`src/design/cam_switch_pkg.sv`:
```
// Constants, register map and encodings of the weekly cam time switch
// Overview of operation
// [RQ1] Three independent cams, each one time window.
// [RQ2] Enabled on-time match drives output high.
// [RQ3] Enabled off-time match drives output low.
// [RQ4] Higher-numbered cam wins a same-instant conflict.
// [RQ5] Seven day flags gate each cam's switching.
// [RQ6] Days Monday first; letter selected, dash unselected.
// [RQ7] Times are hour:minute from 00:00 to 23:59.
// [RQ8] Blank time value causes no switching action.
// [RQ9] Compare once per minute change, act once.
package cam_switch_pkg;

    // ----------------------------------------------------------------
    // Sizes
    // ----------------------------------------------------------------
    localparam int NUM_CAMS      = 3;
    localparam int DAYS_PER_WEEK = 7;
    localparam int ADDR_W        = 8;

    // ----------------------------------------------------------------
    // Register map (byte addresses)
    // ----------------------------------------------------------------
    localparam logic [7:0] CAM_REGION_END = 8'h30;
    localparam int         CAM_IDX_LSB    = 4;
    localparam int         SLOT_LSB       = 2;
    localparam logic [1:0] SLOT_DAYS      = 2'h0;
    localparam logic [1:0] SLOT_ON        = 2'h1;
    localparam logic [1:0] SLOT_OFF       = 2'h2;
    localparam logic [7:0] STATUS_ADDR    = 8'h30;
    localparam logic [7:0] TEXT_SEL_ADDR  = 8'h34;
    localparam logic [7:0] TEXT_LO_ADDR   = 8'h38;
    localparam logic [7:0] TEXT_HI_ADDR   = 8'h3c;

    // ----------------------------------------------------------------
    // Time field layout
    // ----------------------------------------------------------------
    localparam int         MIN_LSB   = 0;
    localparam int         MIN_W     = 6;
    localparam int         HOUR_LSB  = 8;
    localparam int         HOUR_W    = 5;
    localparam int         BLANK_BIT = 15;
    localparam logic [4:0] MAX_HOUR  = 5'h17;
    localparam logic [5:0] MAX_MIN   = 6'h3b;

    // ----------------------------------------------------------------
    // Status field layout
    // ----------------------------------------------------------------
    localparam int STAT_OUT_BIT  = 0;
    localparam int STAT_DAY_LSB  = 8;
    localparam int STAT_HOUR_LSB = 16;
    localparam int STAT_MIN_LSB  = 24;

    // ----------------------------------------------------------------
    // Reset values
    // ----------------------------------------------------------------
    localparam logic [15:0] TIME_RESET = 16'h8000;
    localparam logic [6:0]  DAYS_RESET = 7'h00;
    localparam logic [1:0]  SEL_RESET  = 2'h0;

    // ----------------------------------------------------------------
    // Day letters, index 0 is Monday
    // ----------------------------------------------------------------
    localparam logic [6:0][7:0] DAY_LETTERS = {8'h53, 8'h53, 8'h46, 8'h54, 8'h57, 8'h54, 8'h4d};
    localparam logic [7:0]      DAY_DASH    = 8'h2d;

    // ----------------------------------------------------------------
    // Bus responses and channel states
    // ----------------------------------------------------------------
    localparam logic [1:0] RESP_OKAY   = 2'h0;
    localparam logic [1:0] RESP_SLVERR = 2'h2;

    typedef enum logic {WR_IDLE, WR_RESP} wr_state_t;
    typedef enum logic {RD_IDLE, RD_DATA} rd_state_t;

endpackage : cam_switch_pkg

```
`src/design/cam_matcher.sv`:
```
// One cam: compares its day mask and times with the current calendar time
`timescale 1ns/1ps
module cam_matcher
    import cam_switch_pkg::*;
(
    input  wire logic [6:0]  day_mask,
    input  wire logic [15:0] on_time,
    input  wire logic [15:0] off_time,
    input  wire logic [2:0]  weekday,
    input  wire logic [4:0]  hour,
    input  wire logic [5:0]  minute,
    input  wire logic        minute_step,
    output logic             on_hit,
    output logic             off_hit
);

    logic day_ok;
    logic on_eq;
    logic off_eq;

    // ----------------------------------------------------------------
    // Match logic
    // ----------------------------------------------------------------
    always_comb begin
        day_ok = 1'b0;
        if (weekday < 3'(DAYS_PER_WEEK)) begin
            day_ok = day_mask[weekday]; // see [RQ5]
        end
        on_eq  = !on_time[BLANK_BIT] // see [RQ8]
                 && on_time[HOUR_LSB +: HOUR_W] == hour
                 && on_time[MIN_LSB +: MIN_W] == minute;
        off_eq = !off_time[BLANK_BIT] // see [RQ8]
                 && off_time[HOUR_LSB +: HOUR_W] == hour
                 && off_time[MIN_LSB +: MIN_W] == minute;
        on_hit  = minute_step && day_ok && on_eq; // see [RQ9]
        off_hit = minute_step && day_ok && off_eq; // see [RQ9]
    end

endmodule : cam_matcher

```
`src/design/cam_time_switch.sv`:
```
// Weekly three-cam time switch with an AXI4-Lite register slave
//
// Chosen here: the placing of the registers and register access over AXI4-Lite.
`timescale 1ns/1ps
module cam_time_switch
    import cam_switch_pkg::*;
(
    input  wire logic              sys_clk,
    input  wire logic              reset_n,
    // Calendar time base
    input  wire logic              cal_tick,
    input  wire logic [2:0]        cal_weekday,
    input  wire logic [4:0]        cal_hour,
    input  wire logic [5:0]        cal_minute,
    // Switched output
    output logic                   switch_out,
    // AXI4-Lite slave
    input  wire logic [ADDR_W-1:0] s_axi_awaddr,
    input  wire logic              s_axi_awvalid,
    output logic                   s_axi_awready,
    input  wire logic [31:0]       s_axi_wdata,
    input  wire logic [3:0]        s_axi_wstrb,
    input  wire logic              s_axi_wvalid,
    output logic                   s_axi_wready,
    output logic [1:0]             s_axi_bresp,
    output logic                   s_axi_bvalid,
    input  wire logic              s_axi_bready,
    input  wire logic [ADDR_W-1:0] s_axi_araddr,
    input  wire logic              s_axi_arvalid,
    output logic                   s_axi_arready,
    output logic [31:0]            s_axi_rdata,
    output logic [1:0]             s_axi_rresp,
    output logic                   s_axi_rvalid,
    input  wire logic              s_axi_rready
);

    // ----------------------------------------------------------------
    // State
    // ----------------------------------------------------------------
    // Cam settings, switch level and bus channel state
    // Times: blank in bit 15, hour in 12:8, minute in 5:0
    typedef struct packed {
        logic [NUM_CAMS-1:0][6:0]  days;
        logic [NUM_CAMS-1:0][15:0] on_time;
        logic [NUM_CAMS-1:0][15:0] off_time;
        logic                      out;
        logic                      tick_prev;
        logic [1:0]                text_sel;
        wr_state_t                 wr_state;
        logic                      aw_held;
        logic                      w_held;
        logic [ADDR_W-1:0]         aw_addr;
        logic [31:0]               w_data;
        logic [3:0]                w_strb;
        logic [1:0]                bresp;
        rd_state_t                 rd_state;
        logic [31:0]               rdata;
        logic [1:0]                rresp;
    } state_t;

    state_t                st_reg;
    state_t                st_next;
    logic                  minute_step;
    logic [NUM_CAMS-1:0]   on_hit;
    logic [NUM_CAMS-1:0]   off_hit;

    // ----------------------------------------------------------------
    // Helpers
    // ----------------------------------------------------------------
    // Seven display characters, Monday in the lowest byte
    function automatic logic [55:0] day_text(input logic [6:0] mask);
        logic [55:0] txt;
        txt = '0;
        for (int i = 0; i < DAYS_PER_WEEK; i++) begin
            txt[8*i +: 8] = mask[i] ? DAY_LETTERS[i] : DAY_DASH; // see [RQ6]
        end
        return txt;
    endfunction : day_text

    // Out-of-range or blank times are stored as the blank value
    function automatic logic [15:0] clean_time(input logic [15:0] t);
        logic [15:0] r;
        r = TIME_RESET;
        if (!t[BLANK_BIT]
            && t[HOUR_LSB +: HOUR_W] <= MAX_HOUR
            && t[MIN_LSB +: MIN_W] <= MAX_MIN) begin // see [RQ7]
            r = '0;
            r[HOUR_LSB +: HOUR_W] = t[HOUR_LSB +: HOUR_W];
            r[MIN_LSB +: MIN_W]   = t[MIN_LSB +: MIN_W];
        end
        return r;
    endfunction : clean_time

    // Read decode: bit 32 flags an unmapped address
    // Shared by the read path and the write merge
    function automatic logic [32:0] read_reg(input logic [ADDR_W-1:0] addr, input state_t s);
        logic [32:0] r;
        logic [1:0]  cam;
        logic [55:0] txt;
        r   = '0;
        cam = addr[CAM_IDX_LSB +: 2];
        // A selector past the last cam shows only dashes
        txt = {7{DAY_DASH}};
        if (s.text_sel < 2'(NUM_CAMS)) begin
            txt = day_text(s.days[s.text_sel]);
        end
        if (addr[1:0] != 2'h0) begin
            r[32] = 1'b1;
        end else if (addr < CAM_REGION_END) begin
            case (addr[SLOT_LSB +: 2])
                SLOT_DAYS: r[6:0]  = s.days[cam];
                SLOT_ON:   r[15:0] = s.on_time[cam];
                SLOT_OFF:  r[15:0] = s.off_time[cam];
                default:   r[32]   = 1'b1;
            endcase
        end else begin
            case (addr)
                // Live calendar inputs, not a snapshot
                STATUS_ADDR: begin
                    r[STAT_OUT_BIT]            = s.out;
                    r[STAT_DAY_LSB +: 3]       = cal_weekday;
                    r[STAT_HOUR_LSB +: HOUR_W] = cal_hour;
                    r[STAT_MIN_LSB +: MIN_W]   = cal_minute;
                end
                TEXT_SEL_ADDR: r[1:0]  = s.text_sel;
                TEXT_LO_ADDR:  r[31:0] = txt[31:0];
                TEXT_HI_ADDR:  r[23:0] = txt[55:32];
                default:       r[32]   = 1'b1;
            endcase
        end
        return r;
    endfunction : read_reg

    // ----------------------------------------------------------------
    // Cam comparators
    // ----------------------------------------------------------------
    // Only the rise counts: a strobe held high
    // over several minutes switches at most once
    assign minute_step = cal_tick && !st_reg.tick_prev; // see [RQ9]

    // One comparator per cam on the shared calendar inputs
    for (genvar g = 0; g < NUM_CAMS; g++) begin : g_cam // see [RQ1]
        cam_matcher u_cam (
            .day_mask    (st_reg.days[g]),
            .on_time     (st_reg.on_time[g]),
            .off_time    (st_reg.off_time[g]),
            .weekday     (cal_weekday),
            .hour        (cal_hour),
            .minute      (cal_minute),
            .minute_step (minute_step),
            .on_hit      (on_hit[g]),
            .off_hit     (off_hit[g])
        );
    end

    // ----------------------------------------------------------------
    // Handshake outputs
    // ----------------------------------------------------------------
    // A channel refuses a second beat while one is held
    // or a response waits; reads never wait on writes
    assign s_axi_awready = (st_reg.wr_state == WR_IDLE) && !st_reg.aw_held;
    assign s_axi_wready  = (st_reg.wr_state == WR_IDLE) && !st_reg.w_held;
    assign s_axi_bvalid  = (st_reg.wr_state == WR_RESP);
    assign s_axi_bresp   = st_reg.bresp;
    assign s_axi_arready = (st_reg.rd_state == RD_IDLE);
    assign s_axi_rvalid  = (st_reg.rd_state == RD_DATA);
    assign s_axi_rdata   = st_reg.rdata;
    assign s_axi_rresp   = st_reg.rresp;
    // Switch level straight from its flip-flop
    assign switch_out    = st_reg.out;

    // ----------------------------------------------------------------
    // Next state
    // ----------------------------------------------------------------
    always_comb begin
        // Locals for the write merge and the read decode
        logic              aw_ok;
        logic              w_ok;
        logic [ADDR_W-1:0] waddr;
        logic [31:0]       wdat;
        logic [3:0]        wstb;
        logic [32:0]       cur;
        logic [31:0]       merged;
        logic [1:0]        cam;
        logic [32:0]       rd;
        aw_ok   = 1'b0;
        w_ok    = 1'b0;
        waddr   = '0;
        wdat    = '0;
        wstb    = '0;
        cur     = '0;
        merged  = '0;
        cam     = '0;
        rd      = '0;
        st_next = st_reg;

        // Output switching; later cams override earlier ones
        // Within one cam an off match beats its own on match
        st_next.tick_prev = cal_tick;
        for (int i = 0; i < NUM_CAMS; i++) begin // see [RQ4]
            if (on_hit[i]) begin
                st_next.out = 1'b1; // see [RQ2]
            end
            if (off_hit[i]) begin
                st_next.out = 1'b0; // see [RQ3]
            end
        end

        // Write channel
        // Address and data in either order; the first waits
        // for its partner, then the register is written
        case (st_reg.wr_state)
            WR_IDLE: begin
                aw_ok = st_reg.aw_held || s_axi_awvalid;
                w_ok  = st_reg.w_held || s_axi_wvalid;
                waddr = st_reg.aw_held ? st_reg.aw_addr : s_axi_awaddr;
                wdat  = st_reg.w_held ? st_reg.w_data : s_axi_wdata;
                wstb  = st_reg.w_held ? st_reg.w_strb : s_axi_wstrb;
                if (aw_ok && w_ok) begin
                    cur = read_reg(waddr, st_reg);
                    // Unstrobed byte lanes keep the current contents
                    for (int b = 0; b < 4; b++) begin
                        merged[8*b +: 8] = wstb[b] ? wdat[8*b +: 8] : cur[8*b +: 8];
                    end
                    cam           = waddr[CAM_IDX_LSB +: 2];
                    // Unmapped or unaligned: error answer, no change
                    st_next.bresp = cur[32] ? RESP_SLVERR : RESP_OKAY;
                    // Status and text character registers ignore writes; the text selector is written
                    if (!cur[32] && waddr < CAM_REGION_END) begin
                        case (waddr[SLOT_LSB +: 2])
                            SLOT_DAYS: st_next.days[cam]     = merged[6:0]; // see [RQ5]
                            SLOT_ON:   st_next.on_time[cam]  = clean_time(merged[15:0]);
                            SLOT_OFF:  st_next.off_time[cam] = clean_time(merged[15:0]);
                            default:   st_next.bresp         = RESP_SLVERR;
                        endcase
                    end else if (!cur[32] && waddr == TEXT_SEL_ADDR) begin
                        st_next.text_sel = merged[1:0];
                    end
                    st_next.aw_held  = 1'b0;
                    st_next.w_held   = 1'b0;
                    st_next.wr_state = WR_RESP;
                end else if (aw_ok) begin
                    st_next.aw_held = 1'b1;
                    st_next.aw_addr = waddr;
                end else if (w_ok) begin
                    st_next.w_held = 1'b1;
                    st_next.w_data = wdat;
                    st_next.w_strb = wstb;
                end
            end
            WR_RESP: begin
                // The response stands until the master takes it
                if (s_axi_bready) begin
                    st_next.wr_state = WR_IDLE;
                end
            end
            default: st_next.wr_state = WR_IDLE;
        endcase

        // Read channel
        // Read data are captured as the address is taken
        // and stand until the master takes them
        case (st_reg.rd_state)
            RD_IDLE: begin
                if (s_axi_arvalid) begin
                    rd               = read_reg(s_axi_araddr, st_reg);
                    st_next.rdata    = rd[31:0];
                    st_next.rresp    = rd[32] ? RESP_SLVERR : RESP_OKAY;
                    st_next.rd_state = RD_DATA;
                end
            end
            RD_DATA: begin
                if (s_axi_rready) begin
                    st_next.rd_state = RD_IDLE;
                end
            end
            default: st_next.rd_state = RD_IDLE;
        endcase
    end

    // ----------------------------------------------------------------
    // Registers
    // ----------------------------------------------------------------
    // Synchronous reset; cams come up blank, so nothing
    // switches until software sets a cam
    always_ff @(posedge sys_clk) begin
        if (!reset_n) begin
            st_reg           <= '0;
            st_reg.days      <= {NUM_CAMS{DAYS_RESET}};
            st_reg.on_time   <= {NUM_CAMS{TIME_RESET}};
            st_reg.off_time  <= {NUM_CAMS{TIME_RESET}};
            st_reg.text_sel  <= SEL_RESET;
            // Starts high: a strobe already high at release is no step
            st_reg.tick_prev <= 1'b1;
            st_reg.wr_state  <= WR_IDLE;
            st_reg.rd_state  <= RD_IDLE;
            st_reg.bresp     <= RESP_OKAY;
            st_reg.rresp     <= RESP_OKAY;
        end else begin
            st_reg <= st_next;
        end
    end

endmodule : cam_time_switch

```
`config.mk`:
```
export PLATFORM = sky130hd
export DESIGN_NAME = cam_time_switch
export DESIGN_NICKNAME = d
export VERILOG_FILES = /design/src/design/cam_switch_pkg.sv /design/src/design/cam_matcher.sv /design/src/design/cam_time_switch.sv
export SDC_FILE = /design/constraint.sdc
export NUM_CORES = 1
export LEC_CHECK = 0
export BUFFER_PORTS_ARGS = -buffer_cell sky130_fd_sc_hd__buf_2
export CORE_AREA = 5 5 171 173
export CTS_BUF_LIST = sky130_fd_sc_hd__clkbuf_4 sky130_fd_sc_hd__clkbuf_8
export DETAILED_ROUTE_END_ITERATION = 8
export DIE_AREA = 0 0 176 178
export GPL_TIMING_DRIVEN = 0
export SLEW_MARGIN = 20
export SYNTH_ARGS = -nofsm -noshare
export SYNTH_HDL_FRONTEND = slang
export SYNTH_SLANG_ARGS = --single-unit
```
`constraint.sdc`:
```
create_clock -name sys_clk -period 8.1 [get_ports sys_clk]
set_input_delay 0.405 -clock sys_clk [delete_from_list [all_inputs] [get_ports sys_clk]]
set_output_delay 0.405 -clock sys_clk [all_outputs]
set_load 0.005 [all_outputs]
```
---- Word-level counts from Yosys, hierarchy flattened ----
Cells that the tools add are included.
storage, ports and cells
  register bits after elaboration ......... 187
  bits of input ports ..................... 74
  output and inout port bits .............. 42
  logic and storage cells ................. 237
operators by class
  magnitude comparators ................... 11
  equal/unequal tests ..................... 25
  muxes and demuxes ....................... 108
  bitwise operators ....................... 6
  reduce and logical (&&, ||, !) cells .... 65
operators with widths
  kind                                                                          number
  16-bit two-way mux                                                            21
  16-bit binary-select mux with 2-bit select                                    4
  48-bit bitwise mux                                                            2
  7-bit two-way mux                                                             12
  8-bit by 6-bit == test with 1-bit output, second input constant               8
  55-bit two-way mux                                                            1
  7-bit binary-select mux with 2-bit select                                     3
  7-bit one-hot mux with 3 select lines                                         2
  6-bit == test                                                                 6
  6-bit one-hot mux with 2 select lines                                         3
  9-bit one-hot mux with 2 select lines                                         2
  35-bit two-way mux                                                            1
  16-bit demux with 2-bit select                                                1
  32-bit two-way mux                                                            1
  5-bit == test                                                                 6
  1-bit logical AND                                                             30
  1-bit two-way mux                                                             29
  21-bit bitwise mux                                                            1
  5-bit one-hot mux with 2 select lines                                         2
  4-bit AND reduction                                                           5
  3-bit one-hot mux with 3 select lines                                         2
  8-bit by 6-bit less-than comparator with 1-bit output, second input constant  2
  8-bit two-way mux                                                             2
  5-bit one-hot mux with 3 select lines                                         1
  other kinds (28)                                                              68

---- Longest topological paths before layout ----
Gate-level depths: netlist of run 1.
  depth in word-level cells ............... 19
  gate-level depth with buffers ........... 14
  depth with buffers taken out ............ 11

---- By module ----
A second synthesis of run 1 with hierarchy kept.
unflattened totals
  cells, all modules ...................... 1221
  area, all modules ....................... 9983.3 µm²
by module, submodules not included
  module           times used  cells an instance  area an instance (µm²)  seq. area each (µm²)
  cam_time_switch  1           1110               9059.9                  3103.0
  cam_matcher      3           37                 307.8                   0.0

---- Worst setup path after synthesis of run 1 ----
OpenSTA, ideal clock, no wires.
  path type ............................... flip-flop to flip-flop
  from .................................... reg st_reg[82] (netlist name)
  to ...................................... reg, netlist name st_reg[112]
  library setup time ...................... 0.117 ns
  arrival ................................. 2.893 ns
  required time ........................... 7.983 ns
  slack ................................... 5.090 ns
  stages on the path, launching flop included .. 14
  path buffers ............................ 4
  period minus slack after synthesis ...... 3.010 ns
  path through ............................ dfxtp_1 buf_6 buf_2 mux2i_1 ha_1 clkbuf_1 a22oi_1 o21bai_1 a2111oi_1 a221oi_2 nand4b_4 and4b_1 buf_2 a22o_1
between the ends
  cells in the longest elaborated chain, start to end .. 18
  elaborated cells between the ends (all ways) .. 58
  those cells by class .................... order compare: 5; eq/ne: 6; mux: 34; reduce/logical: 13
RTL lines
  item                                                                                            line                    text
  from (decl)                                                                                     cam_time_switch.sv:61   state_t st_reg;
  from (signal assigned)                                                                          cam_time_switch.sv:300  st_reg <= st_next;
  branches (longest 18 deep; another with 8-bit by 6-bit less-than comparator with 1-bit output)  --
Several ways; the timed one is not identified. The select of a mux whose other input is x is not followed.
A chain may end at the register's enable or synchronous reset.

---- Final worst setup path of run 1 ----
  from .................................... reg st_reg[82] (netlist name)
  to ...................................... reg, netlist name st_reg[137]
between the ends
  cells in the longest elaborated chain, start to end .. 18
  elaborated cells between the ends (all ways) .. 58
  those cells by class .................... order compare: 5; eq/ne: 6; mux: 34; reduce/logical: 13
RTL lines
  item
  branches (longest 18 deep; another with 8-bit by 6-bit less-than comparator with 1-bit output)
Several ways; the timed one is not identified. The select of a mux whose other input is x is not followed.

==> run_results.csv, run 1 <==
group,metric,value,unit
sta,final.setup_skew,18.3,ps
route,first_pass_iters,6,
die,die_h,178,µm
outcome,outcome,"finished clean",
finish,nNetsFinal,1343,
clock_network,cts_hold_repair.buffers,0,
logic_synthesis,synth_top_cells_by_area,"dfxtp_1 33%, mux2i_1 9.7%, nand2_1 5.6%, o21ai_0 4.2%, nor2_1 4.1%",
place,placed_area,0.0103,mm²
place,routabilityCongestion,1.02,
route,drc,0,
sta,fin_setup_tns,0,ps
power,vdd_ir_drop_max,0.0000847,V
die,dieArea,0.0313,mm²
sta,slew_viol_final,0,
logic_synthesis,async_flop_share,0,
logic_synthesis,synth_area_per_cell,8.18,µm²
logic_synthesis,synthDistinctLibCells,76,
place,portBuffers,74,
clock_network,cts_htree_levels,4,
clock_network,cts_buffers,17,
sta,setup_viol,0,
sta,hold_viol_final,0,
route,wirelength,39100,µm
critical_path,cp_num_buf_inv,5,
worst_hold_path,hold_start,"cal_tick",
logic_synthesis,synth_top_area_share,0.326,
die,rows,61,
die,core-area,0.0275,mm²
sta,tightest_slew,1150,ps
critical_path,crit_path_cell_trace,"buf_6, buf_2, mux2i_1, inv_1, ha_1, clkbuf_1, clkbuf_1, a22oi_1, a21oi_1, a21oi_1, nand2b_1, o21ai_0",
critical_path,critPathMaxStageDelay,730,ps
power,p_leak,3.93,nW
logic_synthesis,yosys_warnings,0,
logic_synthesis,ys.flop_type,"dfxtp_1",
finish,synthToLayoutAreaGrowth,13.0,%
sta,period_needed,4520,ps
logic_synthesis,syn_inst,1162,
clock_network,cts_root_buffer,"clkbuf_8",
clock_network,postCtsResizedCells,0,
grt,grt_overflow,0,
route,vias,9532,
route,drtIter0Drc,1110,
route,wl_per_cell,24.1,µm
logic_synthesis,ys_ff_latch,155,
clock_network,cts_tree,"built",
finish,num-fill-cells,2906,
critical_path,cp-startpoint,"st_reg[82]",
die,boundaryPins,116,
finish,largest_reg_flops,121,
place,place_ws,3840,ps
sta,setup_ws,3580,ps
sta,relSlewSlack,0.232,
route,ant_nets,0,
critical_path,start_kind,"register",
critical_path,crit_arrival,4870,ps
logic_synthesis,synth-edff-count,0,
grt,grt_pass1_vias,8662,
critical_path,worstSetupPathType,"register to register",
clock_network,cts_num_sinks,155,
grt,grtUsageTotal,0.242,
critical_path,worstPathMaxFanout,10,
critical_path,end_kind,"register",
sta,whs,102,ps
power,p_total,1.66,mW
critical_path,required,8460,ps
route,viasPerCell,5.89,
finish,antenna_cells,0,
die,start_util,0.346,
clock_network,clock_insertion_delay_worst_skew,490,ps
critical_path,reg2reg_from,"st_reg[82]",
sta,rsz0062_at_grt,"false",
grt,grt_pass1_wl,56600,µm
worst_hold_path,min_path_type,"input pin to register",
sta,fmax,0.221,GHz
finish,drive_above_1_share,0.164,
clock_network,clk_pin_slew_worst_paths,110,ps
place,detailed_place_hpwl,30000,µm
finish,fin_area,0.0107,mm²
job,cap_violations,0,
clock_network,ctsLongestPathBuffers,2,
logic_synthesis,synth.most_common_cell,"dfxtp_1",
logic_synthesis,synth_top_area_cell,"dfxtp_1",
die,die_w,176,µm
logic_synthesis,synth_area,0.00951,mm²
logic_synthesis,synth-seq-area-share,0.326,
critical_path,cp_top_family,"compound AO/OA/AOI/OAI gates",
grt,grt_max_degree,19,
logic_synthesis,synth_top_cells_by_count,"155 x dfxtp_1, 143 x nand2_1, 105 x nor2_1",
sta,finalCritPeriodShare,0.558,
power,p_per_area,154,mW/mm²
critical_path,cp_slowest_cell,"a21oi_1",
clock_network,cts_setup_buffers,0,
grt,antenna_found_initial,0,
[routing by layer]
layer,wire length [µm],track usage,vias up,part of all wire
met5,0,0,-,0
met2,17400,0.378,492,0.45
met1,16700,0.335,4615,0.43
met4,1450,0.0903,0,0.037
met3,3500,0.0435,79,0.090
li1,-,-,4346,-
[through the flow]
stage | std cells | utilization
final | 1619 | 0.391
after global routing | 1619 | 0.391
after CTS | 1619 | 0.391
after detailed placement | 1587 | 0.376
after global placement | 1586 | 0.376
after floorplan | 1166 | -
[cells in the final DEF (no fill, tap or decap), drive strengths merged, types with 4 or more instances in the layout]
cell type and instances:
buf 133, xor2 28, mux2 28, a22o 6, a21oi 70, mux2i 94, nor2b 4, o2bb2ai 12
o221ai 4, nand4 27, ha 9, clkinv 5, conb 5, o22ai 21, dfxtp 155, nor4 10
clkbuf 70, a211oi 11, and2 6, o21ai 83, o211ai 4, xnor2 38, a221oi 9, nand2 144
nor2 109, nand3 19, nor3 16, nand2b 13, a21o 6, inv 27, a22oi 42, and3 8
a31oi 6
[kinds of logic after synthesis]
kind of cell,synth area share
muxes,0.142
adders and majority gates,0.0118
other,0.000394
AOI/OAI and AO/OA,0.210
DFF,0.326
and+or+nand+nor,0.179
buffers and inverters,0.0695
xor gates and xnor gates,0.0608
[final timing paths]
kind                         end  slack [ps]  depth (start not counted)
setup / recovery     st_reg[137]        3580                         12
hold / removal        st_reg[86]         100                          2
setup reg to reg     st_reg[137]        3580                         12
hold reg to reg   s_axi_rresp[1]         460                          2
[power by group]
part           total, mW  leakage [nW]  switching (mW)  internal [mW]
combinational      0.262          2.47           0.181         0.0810
clock              0.618         0.201           0.383          0.235
sequential         0.780          1.25         0.00734          0.772
total               1.66          3.93           0.571           1.09
[cell type report]
class                      count  area, µm²  area share
sequential                   155       3100       0.289
clock buffer                  17        234      0.0218
multi-input combinational    882       5770       0.537
buffer                       111        593      0.0552
inverter                      18       67.6     0.00629
timing repair buffer          75        378      0.0352
clock inverter                15        168      0.0156
tap                          346        433      0.0403
(Power assumes the default switching activity.)
==> run 2, diff against run 1 <==
--- a/config.mk
+++ b/config.mk
@@ -5,11 +5,12 @@
 export SDC_FILE = /design/constraint.sdc
 export NUM_CORES = 1
 export LEC_CHECK = 0
+export ABC_AREA = 1
 export BUFFER_PORTS_ARGS = -buffer_cell sky130_fd_sc_hd__buf_2
-export CORE_AREA = 5 5 171 173
+export CORE_AREA = 5 5 177 179
 export CTS_BUF_LIST = sky130_fd_sc_hd__clkbuf_4 sky130_fd_sc_hd__clkbuf_8
 export DETAILED_ROUTE_END_ITERATION = 8
-export DIE_AREA = 0 0 176 178
+export DIE_AREA = 0 0 182 184
 export GPL_TIMING_DRIVEN = 0
 export SLEW_MARGIN = 20
 export SYNTH_ARGS = -nofsm -noshare
==> constraint.sdc (replaced) <==
create_clock -name sys_clk -period 3.75 [get_ports sys_clk]
set_input_delay 0.1875 -clock sys_clk [delete_from_list [all_inputs] [get_ports sys_clk]]
set_output_delay 0.1875 -clock sys_clk [all_outputs]
set_load 0.005 [all_outputs]
==> run_results.csv, run 2 <==
group,metric,value,unit
power,power_switching,1.30,mW
sta,rsz0062_at_grt,"false",
place,detailed_place_hpwl,34800,µm
clock_network,postCtsResizedCells,0,
critical_path,crit_arrival,3870,ps
finish,num-fill-cells,3232,
grt,grt_overflow,0,
place,routabilityCongestion,0.984,
clock_network,ctsLongestPathBuffers,2,
power,seqPwrFrac,0.431,
worst_hold_path,worstHoldEndpoint,"s_axi_rvalid",
finish,fin_area,0.0115,mm²
clock_network,cts_root_buffer,"clkbuf_8",
finish,antenna_cells,0,
logic_synthesis,synthDistinctLibCells,54,
route,drc,0,
power,vdd_ir_drop_max,0.000173,V
critical_path,start_kind,"register",
logic_synthesis,ys_ff_latch,155,
grt,antenna_found_initial,0,
finish,nNetsFinal,1724,
logic_synthesis,yosys_warnings,0,
finish,layout_common_cells,"295 x nand2_1, 205 x o21ai_0, 160 x inv_1, 159 x a21oi_1, 155 x dfxtp_1",
job,cap_violations,0,
critical_path,crit-reg2reg-capture,"st_reg[162]",
sta,period_needed,3460,ps
logic_synthesis,syn_inst,1537,
clock_network,clock_insertion_delay_worst_skew,490,ps
critical_path,reg2regPathDepth,13,
critical_path,worstPathMaxFanout,10,
critical_path,worstSetupPathType,"register to register",
finish,synthToLayoutAreaGrowth,13.4,%
logic_synthesis,synth_top_cells_by_area,"dfxtp_1 31%, nand2_1 11%, o21ai_0 10%, a21oi_1 7.8%, inv_1 5.9%",
finish,multi_input_area,0.00573,mm²
logic_synthesis,ys.flop_type,"dfxtp_1",
power,p_sw_frac,0.332,
sta,relSlewSlack,0.227,
power,p_per_area,339,mW/mm²
logic_synthesis,synth-edff-count,0,
outcome,outcome,"finished clean",
logic_synthesis,synth_top_area_cell,"dfxtp_1",
logic_synthesis,synth-seq-area-share,0.305,
critical_path,ff2ff_setup_slack,290,ps
place,portBuffers,79,
finish,largest_reg_flops,121,
finish,final_common_cell,"nand2_1",
logic_synthesis,synth_area_per_cell,6.62,µm²
die,boundaryPins,116,
die,core-area,0.0294,mm²
worst_hold_path,whs_path_depth,3,
clock_network,cts_tree,"built",
clock_network,cts_hold_repair.buffers,2,
power,clockPowerShare,0.386,
logic_synthesis,synth.most_common_cell,"nand2_1",
worst_hold_path,min_path_type,"input pin to register",
power,power.internal,2.62,mW
clock_network,cts_buffers,17,
finish,finalNonFillerCells,2044,
sta,hold_viol_final,0,
sta,fin_setup_tns,0,ps
place,placed_area,0.0111,mm²
route,wirelength,45000,µm
logic_synthesis,async_flop_share,0,
clock_network,cts_setup_buffers,0,
sta,slew_viol_final,0,
power,combPwrFrac,0.183,
logic_synthesis,synth_area,0.0102,mm²
clock_network,cts_htree_levels,4,
critical_path,reg2reg_from,"st_reg[82]",
route,vias,11200,
route,ant_nets,0,
grt,grt_pass1_wl,66400,µm
worst_hold_path,hold_start,"s_axi_rready",
critical_path,end_kind,"register",
grt,grtUsageTotal,0.262,
route,viasPerCell,5.50,
die,dieArea,0.0335,mm²
die,die_w,182,µm
place,placed_cells,2010,
die,rows,63,
route,first_pass_iters,5,
route,wl_per_cell,22.0,µm
route,drtIter0Drc,1301,
finish,drive_above_1_share,0.159,
sta,setup_viol,0,
clock_network,cts_num_sinks,155,
sta,fmax,0.289,GHz
logic_synthesis,synth_top_area_share,0.305,
finish,seqCellArea,0.00310,mm²
grt,grt_max_degree,17,
die,start_util,0.346,
power,p_leak,4.84,nW
die,die_h,184,µm
logic_synthesis,synth_top_cells_by_count,"295 x nand2_1, 205 x o21ai_0, 160 x inv_1",
sta,tightest_slew,1160,ps
sta,final.setup_skew,17.0,ps
sta,whs,36.2,ps
sta,finalCritPeriodShare,0.923,
grt,grt_pass1_vias,10300,
clock_network,clk_pin_slew_worst_paths,100,ps
critical_path,required,4160,ps
## run 2: cell types whose count changed after synthesis, sizes merged, moves of 16 or more
cell	delta
a21oi	+120
a22oi	-32
inv	+150
mux2	-28
mux2i	-94
nand2	+172
nand3	+106
nand4	-16
o21ai	+126
xnor2	-16
## run 2: area by class of cell
class | instances | area share
plain buffers | 123 | 0.0615
clock buffers | 17 | 0.0203
clock inverters | 15 | 0.0183
inverters | 170 | 0.0560
multi-input cells | 1093 | 0.497
flip-flops and latches | 155 | 0.269
well taps | 390 | 0.0423
repair buffers | 81 | 0.0360
## run 2: power by group through the flow
stage	logic, mW	registers, mW	clock network (mW)
floorplan	0.456	1.72	0
global placement	0.700	1.73	0
detailed placement	0.701	1.73	0
CTS	0.706	1.69	1.51
global route	0.770	1.69	1.60
finish	0.719	1.69	1.51
## run 2: cells by family after synthesis
family	synth area share
DFF	0.305
buffers and inverters	0.133
adders and majority gates	0.0111
other	0.000369
xor gates and xnor gates	0.0301
AOI/OAI and AO/OA	0.257
and+or+nand+nor	0.263
## run 2: worst max path at each step
| stage | start | endpoint | slack [ps] | cells after the start |
|---|---|---|---|---|
| 5_1_grt | st_reg[82] | st_reg[114] | 80 | 13 |
| 2_1_floorplan | st_reg[82] | st_reg[168] | 1350 | 16 |
| 3_3_place_gp | st_reg[82] | st_reg[178] | 430 | 13 |
| 6_report | st_reg[82] | st_reg[162] | 290 | 13 |
| 3_5_place_dp | st_reg[82] | st_reg[146] | 370 | 13 |
| 4_1_cts | st_reg[82] | st_reg[146] | 320 | 13 |
## run 2: worst max-delay path, cell delays in order (launching register included)
cell and delay, ps:
dfxtp_1 320, buf_6 130, buf_6 140, o21ai_0 380
inv_1 170, ha_1 320, clkbuf_1 370, nand2_1 170
nand3_1 160, a21oi_1 390, nor2_2 80, nand2_2 130
nand3_1 340, a21oi_1 250
## run 2: per-layer routing
metal	part of all wire	global-route usage
met5	0	0
met4	0.034	0.0907
met3	0.094	0.0475
met2	0.44	0.414
met1	0.43	0.359
## run 2: through the flow
stage	power, mW	worst slack (ps)	utilization
finish	3.92	289	0.392
global route	4.06	77.7	0.392
CTS	3.91	319	0.392
detailed placement	2.43	371	0.376
global placement	2.42	427	0.376
floorplan	2.18	1350	-
